`config.mk`:
```
export PLATFORM = sky130hd
export DESIGN_NAME = rlb_top
export DESIGN_NICKNAME = d
export VERILOG_FILES = /design/src/logic/rlb_pkg.sv /design/src/logic/rlb_frame_counter.sv /design/src/logic/rlb_top.sv
export SDC_FILE = /design/constraint.sdc
export NUM_CORES = 1
export LEC_CHECK = 0
export ABC_AREA = 1
export ABC_CLOCK_PERIOD_IN_PS = 3050
export BUFFER_PORTS_ARGS = -buffer_cell sky130_fd_sc_hd__buf_2
export CORE_UTILIZATION = 38
export CTS_CLUSTER_SIZE = 12
export DETAILED_ROUTE_END_ITERATION = 16
export PLACE_DENSITY = 0.68
export SYNTH_ARGS = -nofsm -noshare
export SYNTH_HDL_FRONTEND = slang
export SYNTH_SLANG_ARGS = --single-unit
```
`constraint.sdc`:
```
create_clock -name clk -period 3.05 [get_ports clk]
set_clock_uncertainty 0.1 [all_clocks]
set_input_delay 0.1525 -clock clk [delete_from_list [all_inputs] [get_ports clk]]
set_output_delay 0.1525 -clock clk [all_outputs]
set_load 0.005 [all_outputs]
```
`src/logic/rlb_pkg.sv`:
```
// Package: register map, field layout and sequencing constants for the loopback requester
`default_nettype none
package rlb_pkg;
  // ----------------------------------------------------------------
  // Register indices (byte address is four times the index)
  // ----------------------------------------------------------------
  localparam logic [5:0] IDX_CONTROL   = 6'h07;
  localparam logic [5:0] IDX_MODE      = 6'h08;
  localparam logic [5:0] IDX_INV_VEC   = 6'h20;
  // ----------------------------------------------------------------
  // Control register fields
  // ----------------------------------------------------------------
  localparam int        BIT_GO        = 7;
  localparam int        BIT_CONNECT   = 6;
  localparam int        BIT_METHOD    = 5;
  localparam int        CH_MSB        = 4;
  localparam int        DS2_LSB       = 2;
  localparam int        MODE_CBIT     = 0;
  localparam logic [7:0] CONTROL_RST   = 8'h00;
  localparam logic [3:0] INV_VEC_RST   = 4'h0;
  localparam logic       MODE_RST      = 1'b0;
  // ----------------------------------------------------------------
  // FEAC codewords, one bit per DS3 frame
  // ----------------------------------------------------------------
  localparam int        WORD_BITS     = 16;
  localparam int        WORDS_HALF    = 10;
  localparam int        TOTAL_FRAMES  = 2 * WORDS_HALF * WORD_BITS;
  localparam logic [5:0] ACTIVATE_CODE = 6'h07;
  localparam logic [8:0] FLAG_TAIL     = 9'h0ff;
  typedef enum logic [1:0] {RLB_IDLE, RLB_FIRST, RLB_SECOND, RLB_INVERT} rlb_state_e;
endpackage
`default_nettype wire

```
`src/logic/rlb_frame_counter.sv`:
```
// Frame counter that paces a loopback request in DS3 frames
`default_nettype none
module rlb_frame_counter #(
  parameter int LIMIT = 320,
  parameter int W     = 9
) (
  input  wire logic         clk,
  input  wire logic         resetn,
  input  wire logic         clear,
  input  wire logic         step,
  output logic [W-1:0]      count,
  output logic              last
);
  logic [W-1:0] count_reg;
  logic [W-1:0] count_next;

  assign last       = (count_reg == W'(LIMIT - 1));
  assign count_next = clear ? '0 : (step ? (last ? '0 : count_reg + W'(1)) : count_reg);
  assign count      = count_reg;

  always_ff @(posedge clk) begin
    if (!resetn) begin
      count_reg <= '0;
    end else begin
      count_reg <= count_next;
    end
  end
endmodule
`default_nettype wire

```
`src/logic/rlb_top.sv`:
```
// Remote loopback request generator with classic Wishbone register port
//
// Added by the designer: the Wishbone register port.
`default_nettype none
module rlb_top #(
  parameter logic [5:0] DEACTIVATE_CODE = 6'h1c
) (
  input  wire logic        clk,
  input  wire logic        resetn,
  input  wire logic        wb_cyc_i,
  input  wire logic        wb_stb_i,
  input  wire logic        wb_we_i,
  input  wire logic [7:0]  wb_adr_i,
  input  wire logic [3:0]  wb_sel_i,
  input  wire logic [31:0] wb_dat_i,
  output logic [31:0]      wb_dat_o,
  output logic             wb_ack_o,
  input  wire logic        frame_pulse,
  output logic             feac_bit,
  output logic             feac_active,
  output logic             inv_active,
  output logic [3:0]       inversion_vector_bits,
  output logic             connect_select
);
  // ----------------------------------------------------------------
  // State
  // ----------------------------------------------------------------
  rlb_pkg::rlb_state_e state_reg;
  rlb_pkg::rlb_state_e state_next;
  logic [6:0]  ctrl_reg;
  logic [3:0]  invvec_reg;
  logic        mode_reg;
  logic        ack_reg;
  logic [31:0] dat_reg;
  logic        feac_bit_reg;
  logic        feac_act_reg;
  logic        inv_act_reg;
  logic [8:0]  frame_cnt;
  logic        frame_last;

  // ----------------------------------------------------------------
  // Bus decode
  // ----------------------------------------------------------------
  wire logic [5:0] idx      = wb_adr_i[7:2];
  wire logic       req      = wb_cyc_i & wb_stb_i;
  wire logic       wr_fire  = req & wb_we_i & ack_reg & wb_sel_i[0];
  wire logic       hit_ctrl = (idx == rlb_pkg::IDX_CONTROL);
  wire logic       hit_mode = (idx == rlb_pkg::IDX_MODE);
  wire logic       hit_inv  = (idx == rlb_pkg::IDX_INV_VEC);
  wire logic       busy     = (state_reg != rlb_pkg::RLB_IDLE);
  wire logic [7:0] wbyte    = wb_dat_i[7:0];

  // Ds2 field zero names the whole DS3; M13 framing cannot carry that
  wire logic       ds3_req  = (wbyte[rlb_pkg::CH_MSB:rlb_pkg::DS2_LSB] == 3'h0);
  wire logic       allowed  = mode_reg | ~ds3_req;
  // Writes during a running request are dropped whole
  wire logic       ctrl_wr  = wr_fire & hit_ctrl & ~busy;
  wire logic       start    = ctrl_wr & wbyte[rlb_pkg::BIT_GO] & allowed;
  // M13 framing has no FEAC channel, so inversions are forced there
  wire logic       use_feac = mode_reg & ~wbyte[rlb_pkg::BIT_METHOD];

  wire logic [31:0] rd_data =
    hit_ctrl ? {24'h000000, busy, ctrl_reg} :
    hit_mode ? {31'h00000000, mode_reg} :
    hit_inv  ? {28'h0000000, invvec_reg} : 32'h00000000;

  // ----------------------------------------------------------------
  // Codeword building
  // ----------------------------------------------------------------
  // Translated six-bit code from the five channel bits
  function automatic logic [5:0] chan_code(input logic [4:0] ch);
    chan_code = {1'b1, ch};
  endfunction

  function automatic logic [15:0] feac_word(input logic [5:0] code);
    feac_word = {1'b0, code, 1'b0, rlb_pkg::FLAG_TAIL[7:0]};
  endfunction

  wire logic [5:0]  first_code = ctrl_reg[rlb_pkg::BIT_CONNECT] ?
                                 rlb_pkg::ACTIVATE_CODE : DEACTIVATE_CODE;
  wire logic [15:0] word_first = feac_word(first_code);
  wire logic [15:0] word_chan  = feac_word(chan_code(ctrl_reg[4:0]));
  wire logic [15:0] cur_word   = (state_reg == rlb_pkg::RLB_FIRST) ? word_first : word_chan;
  wire logic [3:0]  bit_idx    = 4'hf - frame_cnt[3:0];
  wire logic        cur_bit    = cur_word[bit_idx];
  wire logic        half_end   = (frame_cnt == 9'(rlb_pkg::TOTAL_FRAMES / 2 - 1));
  wire logic        step       = busy & frame_pulse;

  rlb_frame_counter #(
    .LIMIT (rlb_pkg::TOTAL_FRAMES),
    .W     (9)
  ) u_cnt (
    .clk    (clk),
    .resetn (resetn),
    .clear  (start),
    .step   (step),
    .count  (frame_cnt),
    .last   (frame_last)
  );

  // ----------------------------------------------------------------
  // Sequencer
  // ----------------------------------------------------------------
  always_comb begin
    state_next = state_reg;
    unique case (state_reg)
      rlb_pkg::RLB_IDLE: begin
        if (start) begin
          state_next = use_feac ? rlb_pkg::RLB_FIRST : rlb_pkg::RLB_INVERT;
        end
      end
      rlb_pkg::RLB_FIRST: begin
        if (step && half_end) begin
          state_next = rlb_pkg::RLB_SECOND;
        end
      end
      rlb_pkg::RLB_SECOND,
      rlb_pkg::RLB_INVERT: begin
        if (step && frame_last) begin
          state_next = rlb_pkg::RLB_IDLE;
        end
      end
    endcase
  end

  always_ff @(posedge clk) begin
    if (!resetn) begin
      state_reg    <= rlb_pkg::RLB_IDLE;
      ctrl_reg     <= rlb_pkg::CONTROL_RST[6:0];
      invvec_reg   <= rlb_pkg::INV_VEC_RST;
      mode_reg     <= rlb_pkg::MODE_RST;
      ack_reg      <= 1'b0;
      dat_reg      <= 32'h00000000;
      feac_bit_reg <= 1'b1;
      feac_act_reg <= 1'b0;
      inv_act_reg  <= 1'b0;
    end else begin
      state_reg <= state_next;
      ack_reg   <= req & ~ack_reg;
      dat_reg   <= rd_data;
      if (ctrl_wr) begin
        ctrl_reg <= wbyte[6:0];
      end
      if (wr_fire && hit_mode && !busy) begin
        mode_reg <= wbyte[rlb_pkg::MODE_CBIT];
      end
      if (wr_fire && hit_inv && !busy) begin
        invvec_reg <= wbyte[3:0];
      end
      if (step && (state_reg == rlb_pkg::RLB_FIRST || state_reg == rlb_pkg::RLB_SECOND)) begin
        feac_bit_reg <= cur_bit;
      end else if (!feac_act_reg) begin
        feac_bit_reg <= 1'b1;
      end
      feac_act_reg <= (state_next == rlb_pkg::RLB_FIRST) ||
                      (state_next == rlb_pkg::RLB_SECOND);
      inv_act_reg  <= (state_next == rlb_pkg::RLB_INVERT);
    end
  end

  assign wb_ack_o              = ack_reg;
  assign wb_dat_o              = dat_reg;
  assign feac_bit              = feac_bit_reg;
  assign feac_active           = feac_act_reg;
  assign inv_active            = inv_act_reg;
  assign inversion_vector_bits = invvec_reg;
  assign connect_select        = ctrl_reg[rlb_pkg::BIT_CONNECT];

  logic [9:0] busy_frames;
  always_ff @(posedge clk) begin
    if (!resetn || start) begin
      busy_frames <= 10'h000;
    end else if (step) begin
      busy_frames <= busy_frames + 10'h001;
    end
  end
endmodule
`default_nettype wire

```
==> reports/qor.yml, run 1 <==
status: "complete, no violations"
placed_cells: 355
path_buf_inv: 4
portBuffers: 37
hold_ws_ns: 0.0119
cp-start-kind: "flip-flop"
die_width_um: 72.1
max_stage_delay_ns: 0.36
grt_max_degree: 22
clock_path_buffers: 2
start_util_pct: 39.5
synth_edf_count: 0
core_area_um2: 4720
place.gp.congestion: 0.817
multi_input_area_um2: 932
grt_first_pass_wirelength_um: 5970
fp-row-count: 25
track_usage_pct: 15.0
hpwl_um: 2750
synth.area.top_cells: "dfxtp_1, buf_4, nand2_1"
cellLeakagePower_nw: 1.02
required_ns: 3.14
n_antenna_cell: 0
clock.fmax_mhz: 459
fp.dieH_um: 72.1
async_flop_share_pct: 0
rsz0062_at_grt: "no"
die-area_um2: 5200
vias_per_cell: 4.39
clock_latency_ns: 0.28
place_area_um2: 2020
holdPathStages: 3
setup_viol: 0
syn-cell-area_um2: 1870
crit_type: "reg2reg"
cp.depth: 13
fillers: 507
drv_cap: 0
fin_ws_ns: 0.871
synth_cell_types: 33
syn2layout_area_growth_pct: 13.5
wire_per_inst_um: 9.81
powerDensity_nw_per_um2: 393
gr-total-overflow: 0
hp-class: "in2reg"
drc: 0
synthFlopType: "dfxtp_1"
ir_drop_mv: 0.170
layout-drive-gt1-share_pct: 20.6
ios: 91
ys.warnings.count: 0
cts_resized: 0
tritoncts: "yes"
synth-seq-cells: 35
drt-pass1-iter-count: 4
finalCritPeriodShare_pct: 71.4
critical_path.endpoint_type: "flip-flop"
drt_iter0_drc: 99
syn_inst: 255
layoutNonFillerInstCount: 363
nets: 352
register_area_um2: 701
antenna_found_initial: 0
fin_setup_tns_ns: 0
wl_um: 3560
fin_area_um2: 2120
synth.top_cell.area_share_pct: 37.5
cpMaxStageDelayCell: "dfxtp_1"
min-delay-start: "wb_cyc_i"
crit_path_start: "state_reg[0]$_SDFF_PN0_"
dr_total_vias: 1595
syn_area_per_cell_um2: 7.32
cts_sinks: 35
finalHoldViolCount: 0
cts_made_buffers: 5
antenna_left: 0
grt_pass1_vias: 1408
crit_path_max_fanout: 8
clk_pin_slew_ns: 0.07
htree_num_levels: 2
maxSlewViolCount: 0
path_cells: "inv_1, ha_1, inv_1, nand2_2, inv_2, nand3_2, nand2_1, nand2_1, nor2_1, nor2_1, ha_1, nand2_1, inv_1"
synth_top_area_cell: "dfxtp_1"
reg2reg_depth: 13
largest_reg_flops: 9
reg2reg_from: "state_reg[0]$_SDFF_PN0_"
path_delay_family: "simple AND/OR/NAND/NOR gates"
pre_cts_ws_ns: 0.893
cp.arrival_ns: 2.27
synth-seq-area-share_pct: 37.5
min_period_ns: 2.18
root_buffer: "clkbuf_8"
## Yosys cell counts (all sizes together) (3+ instances only)
cell	number
ha	6
nor3	9
buf	26
nand2	50
o22ai	3
inv	32
nor3b	3
nand3	20
dfxtp	35
a21oi	11
o21ai	13
nor2	32
nand4	4
xor2	3
## what timing repair did
action,in CTS,in global routing
endpoints found under the setup margin,0,0
hold buffers,1,0
setup buffers,0,0
endpoints found under the hold margin,1,0
## placed cells by master, fill, tap and decap left out
cell	n
a21oi_2	1
inv_1	30
clkbuf_8	6
dlygate4sd3_1	1
nand3b_1	1
buf_2	37
dfxtp_1	35
nor3b_1	2
conb_1	24
o22ai_1	3
o21ai_1	3
or2_2	1
nand3_1	17
nor2_1	27
a21oi_1	10
clkinv_2	1
nand4_1	4
ha_1	6
nor2_4	2
nor3b_2	1
nand2_1	47
nor2_2	3
nor3_2	1
inv_2	2
o211ai_1	1
a211oi_1	1
and3_1	1
xor2_1	3
o21ai_0	10
nand2_2	3
a21boi_0	1
nand3_2	3
nor3_1	8
## layout make-up
cell class / instances / share of cell area [%]
Multi-Input combinational cell: 184 / 44.0
Sequential cell: 35 / 33.1
Timing Repair Buffer: 38 / 9.21
Inverter: 32 / 5.67
Tap cell: 67 / 3.96
Clock buffer: 6 / 3.90
Clock inverter: 1 / 0.236
## worst register-to-register path, stage by stage, from the launching register on
cell and delay, ns:
dfxtp_1 0.36, inv_1 0.09, ha_1 0.28, inv_1 0.11, nand2_2 0.08, inv_2 0.14, nand3_2 0.11, nand2_1 0.10
nand2_1 0.07, nor2_1 0.18, nor2_1 0.07, ha_1 0.28, nand2_1 0.07, inv_1 0.04
## worst paths after layout
kind	to	slack, ns
worst max register to register	feac_active$_SDFF_PN0_	0.87
worst min register to register	wb_dat_o[5]$_SDFF_PN0_	0.34
worst min-delay path	wb_ack_o$_SDFF_PN0_	0.01
worst max-delay path	feac_active$_SDFF_PN0_	0.87
## logic make-up after synthesis
kind of cell | after synthesis | share of synthesized area (%)
simple gates | 121 | 30.8
xor+xnor | 3 | 1.41
flops | 35 | 37.5
compound gates | 30 | 8.85
buf+inv | 59 | 17.2
fa+ha+maj | 6 | 4.02
other cells | 1 | 0.201
## per-stage QoR
stage / utilization (%) / power, mW
after CTS: 44.9 / 0.842
final: 44.9 / 0.834
after global routing: 44.9 / 0.869
after global placement: 42.8 / 0.510
after floorplan: - / 0.513
after detailed placement: 42.8 / 0.510
## layer usage
metal | track usage, % | wire length (um) | vias up
met5 | 0 | 0 | -
met4 | 6.54 | 53 | 0
met3 | 4.72 | 143 | 5
met2 | 24.8 | 1690 | 37
met1 | 17.8 | 1670 | 705
li1 | - | - | 848
## where the power goes
part | switching (mW) | total [mW] | internal [mW] | leakage (nW)
Sequential | 0.000419 | 0.458 | 0.457 | 0.282
Combinational | 0.0277 | 0.0428 | 0.0152 | 0.691
Clock | 0.156 | 0.333 | 0.177 | 0.0470
Total | 0.184 | 0.834 | 0.650 | 1.02
Note: power is estimated with default switching activity, not from simulation.
==> run 2, diff against run 1 <==
- ABC_CLOCK_PERIOD_IN_PS: 3050 -> 2250
- clock period: 3.05 -> 2.25 ns (I/O delays scaled with it)
==> reports/qor.yml, run 2 (same netlist as run 1, synthesis figures left out) <==
status: "complete, no violations"
ios: 91  # unchanged
grt_max_degree: 22  # unchanged
drv_cap: 0  # unchanged
powerDensity_nw_per_um2: 569  # +45%
seqPwrFrac_pct: 48.8  # -6.1 points
fin_setup_tns_ns: 0  # unchanged
fp.dieH_um: 72.1  # unchanged
finalHoldViolCount: 0  # unchanged
critical_path.endpoint_type: "flip-flop"
clockPowerShare_pct: 46.1  # +6.2 points
antenna_found_initial: 0  # unchanged
drc: 0  # unchanged
p_sw_uw: 267  # +45%
setup_viol: 0  # unchanged
mostFrequentLayoutCells: "nand2_1, buf_2, dfxtp_1"
met2_length_um: 1700  # +0.30%
largest_reg_flops: 9  # unchanged
clock.fmax_mhz: 500  # +8.9%
top_layer: "met4"
met1_length_um: 1680  # +0.24%
antenna_left: 0  # unchanged
cp-start-kind: "flip-flop"
drt_iter0_drc: 74  # -25%
layout-drive-gt1-share_pct: 21.6  # +0.96 points
start_util_pct: 39.5  # unchanged
swShare_pct: 21.0  # -1.1 points
n_antenna_cell: 0  # unchanged
hp-class: "in2reg"
hpwl_um: 2780  # +1.2%
p_int_mw: 1.01  # +55%
core_area_um2: 4720  # unchanged
cts_sinks: 35  # unchanged
fin_ws_ns: 0.249  # -0.622 ns
clock_path_buffers: 2  # unchanged
place.gp.congestion: 0.798  # -2.3%
syn2layout_area_growth_pct: 19.7
clk_pin_slew_ns: 0.07  # about the same
pwr-share-comb_pct: 5.2  # about the same
drt-pass1-iter-count: 5  # +1
nets: 361  # +2.6%
die_width_um: 72.1  # unchanged
dr_total_vias: 1628  # +2.1%
portBuffers: 37  # unchanged
crit_type: "reg2reg"
cellLeakagePower_nw: 1.07  # +5.1%
finalCritPeriodShare_pct: 88.9  # +17 points
wl_um: 3620  # +1.8%
vias_per_cell: 4.36  # -0.67%
final_common_cell: "nand2_1"
min_period_ns: 2.00  # -0.178 ns
maxSlewViolCount: 0  # unchanged
cp.arrival_ns: 2.08  # -0.19 ns
crit_path_max_fanout: 6  # -2
grt_first_pass_wirelength_um: 6060  # +1.5%
required_ns: 2.33  # -0.81 ns
clock_latency_ns: 0.29  # about the same
grt_pass1_vias: 1411  # +0.21%
track_usage_pct: 15.4  # +0.39 points
gr-total-overflow: 0  # unchanged
htree_num_levels: 2  # unchanged
root_buffer: "clkbuf_8"
cts_made_buffers: 5  # unchanged
rsz0062_at_grt: "no"
pre_cts_ws_ns: 0.180  # -0.713 ns
fp-row-count: 25  # unchanged
wl_met3_um: 171  # +20%
die-area_um2: 5200  # unchanged
ir_drop_mv: 0.285  # +68%
tritoncts: "yes"
wire_per_inst_um: 9.71  # -0.96%
## run 2: timing repair
action                     CTS  global route
hold endpoints to repair     6             0
setup endpoints to repair    0             1
resized for setup            0             1
hold buffers                 7             0
setup buffers                0             0
## run 2: layout make-up
| class | count | area, um2 |
|---|---|---|
| multi-input combinational | 184 | 935 |
| clock inverter | 2 | 35.0 |
| timing repair buffer | 47 | 278 |
| tap | 67 | 83.8 |
| sequential | 35 | 701 |
| fill | 491 | 2490 |
| clock buffer | 6 | 82.6 |
| inverter | 32 | 120 |
## run 2: final timing paths
kind	slack, ns	endpoint	start	depth (start not counted)
hold / removal	0.04	ctrl_reg[4]$_SDFFE_PN0N_	wb_dat_i[4]	3
setup reg to reg	0.25	feac_active$_SDFF_PN0_	u_cnt.count[1]$_SDFFE_PP0P_	11
setup / recovery	0.25	feac_active$_SDFF_PN0_	u_cnt.count[1]$_SDFFE_PP0P_	11
hold reg to reg	0.34	wb_ack_o$_SDFF_PN0_	wb_ack_o$_SDFF_PN0_	1
## run 2: critical path, cell delays in order (launching register included)
cell     delay [ns]
dfxtp_1        0.43
ha_1           0.21
nand2_1        0.12
nor2_4         0.16
nand3_2        0.10
nand2_1        0.10
nand2_1        0.07
nor2_1         0.15
nor2_1         0.07
ha_1           0.28
nand2_1        0.06
inv_1          0.04
## run 2: power by group through the flow
stage | clock (mW) | sequential [mW] | combinational (mW)
after floorplan | 0 | 0.635 | 0.0600
after global placement | 0 | 0.635 | 0.0565
after detailed placement | 0 | 0.635 | 0.0571
after CTS | 0.603 | 0.620 | 0.0661
after global routing | 0.631 | 0.620 | 0.0754
final | 0.586 | 0.620 | 0.0659
## run 2: metrics by stage
stage / area (um2) / util, % / total power [mW] / hold WS (ns) / instances
detailed placement: 2040 / 43.3 / 0.692 / 0.264 / 358
global placement: 2040 / 43.3 / 0.691 / 0.254 / 358
global route: 2230 / 47.3 / 1.33 / 0.0148 / 373
floorplan: 1950 / - / 0.695 / 0.138 / 278
finish: 2230 / 47.3 / 1.27 / 0.0411 / 373
CTS: 2230 / 47.3 / 1.29 / 0.0277 / 373
## run 2: routing by layer
metal  up-vias  track usage, %
li1        860               -
met1       723            18.1
met2        39            25.0
met3         6            5.00
met4         0            7.84
met5         -               0
==> run 3, diff against run 2 <==
- ABC_AREA: 1 -> unset
==> reports/qor.yml, run 3 <==
drt-pass1-iter-count: 6  # +1
syn_area_per_cell_um2: 9.07  # +24%
required_ns: 2.33  # about the same
drt_iter0_drc: 53  # -28%
final_common_cell: "buf_2"
layoutNonFillerInstCount: 317  # -15%
start_util_pct: 39.4  # -0.083 points
pre_cts_ws_ns: -0.0580  # -0.238 ns
wl_um: 3990  # +10%
total_power_mw: 1.27  # -0.56%
track_usage_pct: 16.4  # +1.0 points
crit_type: "reg2reg"
holdPathStages: 3  # unchanged
synth-seq-area-share_pct: 37.9  # +0.33 points
n_antenna_cell: 0  # unchanged
synth_top_area_cell: "dfxtp_1"
cts_made_buffers: 5  # unchanged
critical_path.endpoint_type: "flip-flop"
gr-total-overflow: 0  # unchanged
cts_sinks: 35  # unchanged
hp-class: "in2reg"
clock_latency_ns: 0.29  # about the same
syn2layout_area_growth_pct: 23.1
place.gp.congestion: 0.804  # +0.75%
synth_edf_count: 0  # unchanged
fin_util_pct: 48.6  # +1.2 points
layout-drive-gt1-share_pct: 27.4  # +5.8 points
post-synth-top-count-cell: "dfxtp_1"
finalHoldViolCount: 0  # unchanged
hpwl_um: 2980  # +7.0%
rsz0062_at_grt: "no"
status: "complete, no violations"
cellLeakagePower_nw: 0.973  # -9.2%
slew_headroom_pct: 67.3
hold_ws_ns: 0.0368  # -0.00427 ns
syn-cell-area_um2: 1850  # -0.87%
ios: 91  # unchanged
fin_ws_ns: 0.113  # -0.136 ns
grt_max_degree: 14  # -36%
synthTopCellsByCount: "dfxtp_1, buf_4, nand2_1"
powerDensity_nw_per_um2: 555  # -2.5%
syn_inst: 204  # -20%
finalCritPeriodShare_pct: 95.0  # +6.0 points
die-area_um2: 5150  # -0.84%
tritoncts: "yes"
dr_total_vias: 1617  # -0.68%
root_buffer: "clkbuf_8"
synth.area.top_cells: "dfxtp_1, buf_4, nand2_1"
crit_path_max_fanout: 5  # -1
mostFrequentLayoutCells: "buf_2, dfxtp_1, conb_1"
async_flop_share_pct: 0  # unchanged
grt_pass1_vias: 1503  # +6.5%
cp.arrival_ns: 2.21  # +0.13 ns
core_area_um2: 4690  # -0.66%
drv_cap: 0  # unchanged
largest_reg_flops: 9  # unchanged
clock.fmax_mhz: 468  # -6.4%
synth.top_cell.area_share_pct: 37.9  # +0.33 points
reg2reg_depth: 8  # -3
synth-seq-cells: 35  # unchanged
clock_path_buffers: 2  # unchanged
nets: 318  # -12%
cp-start-kind: "flip-flop"
setup_viol: 0  # unchanged
ys.warnings.count: 0  # unchanged
fin_setup_tns_ns: 0  # unchanged
vias_per_cell: 5.10  # +17%
min_period_ns: 2.14  # +0.136 ns
clk_pin_slew_ns: 0.07  # about the same
portBuffers: 37  # unchanged
synthFlopType: "dfxtp_1"
placed_cells: 303  # -15%
ir_drop_mv: 0.316  # +11%
wire_per_inst_um: 12.6  # +30%
tightest_slew_ns: 0.484
drc: 0  # unchanged
antenna_left: 0  # unchanged
grt_first_pass_wirelength_um: 6540  # +8.0%
place_area_um2: 2100  # +2.9%
fillers: 467  # -4.9%
htree_num_levels: 2  # unchanged
synth_cell_types: 52  # +58%
maxSlewViolCount: 0  # unchanged
fp-row-count: 25  # unchanged
fin_area_um2: 2280  # +2.0%
antenna_found_initial: 0  # unchanged
die_width_um: 71.8  # -0.42%
fp.dieH_um: 71.8  # -0.42%
run 3: kinds of logic after synthesis:
kind of cell,after synthesis,synth area share [%]
fa+ha+maj,6,4.06
simple gates,80,24.3
buf+inv,35,12.4
xor+xnor,6,2.84
mux,8,4.46
compound gates,33,13.9
other cells,1,0.203
flops,35,37.9
run 3: routing by layer:
layer	part of all wire [%]	global-route usage [%]
met1	44	19.0
met3	4.1	3.94
met2	49	28.0
met5	0	0
met4	2.9	8.28
run 3: layout make-up:
| cell class | count | area, um2 | share of cell area [%] |
|---|---|---|---|
| Clock buffer | 5 | 68.8 | 3.02 |
| Inverter | 5 | 18.8 | 0.824 |
| Clock inverter | 3 | 43.8 | 1.92 |
| Multi-Input combinational cell | 157 | 1020 | 44.8 |
| Tap cell | 54 | 67.6 | 2.97 |
| Timing Repair Buffer | 58 | 358 | 15.7 |
| Sequential cell | 35 | 702 | 30.8 |
run 3: power breakdown:
group          switching, mW  internal, mW
combinational         0.0438        0.0317
sequential          0.000587         0.620
clock                  0.240         0.330
total                  0.284         0.981
run 3: path summary, 6_finish.rpt:
| path | to | from | slack, ns |
|---|---|---|---|
| worst max-delay path | feac_active$_SDFF_PN0_ | state_reg[1]$_SDFF_PN0_ | 0.11 |
| worst max register to register | feac_active$_SDFF_PN0_ | state_reg[1]$_SDFF_PN0_ | 0.11 |
| worst min register to register | wb_dat_o[5]$_SDFF_PN0_ | ctrl_reg[5]$_SDFFE_PN0N_ | 0.36 |
| worst min-delay path | ctrl_reg[5]$_SDFFE_PN0N_ | wb_dat_i[5] | 0.04 |
run 3: timing repair:
item,CTS,global route
setup buffers,0,0
setup endpoints to repair,0,1
gates resized for setup,0,1
hold endpoints to repair,9,0
hold buffers,6,0
run 3: worst max-delay path, stage by stage (launching register included):
cell and delay, ns:
dfxtp_2 0.35, inv_2 0.09, ha_4 0.15, nand4_1 0.11, or4_4 0.46, o31ai_4 0.24, o21ai_1 0.11, ha_1 0.27
and2_1 0.15
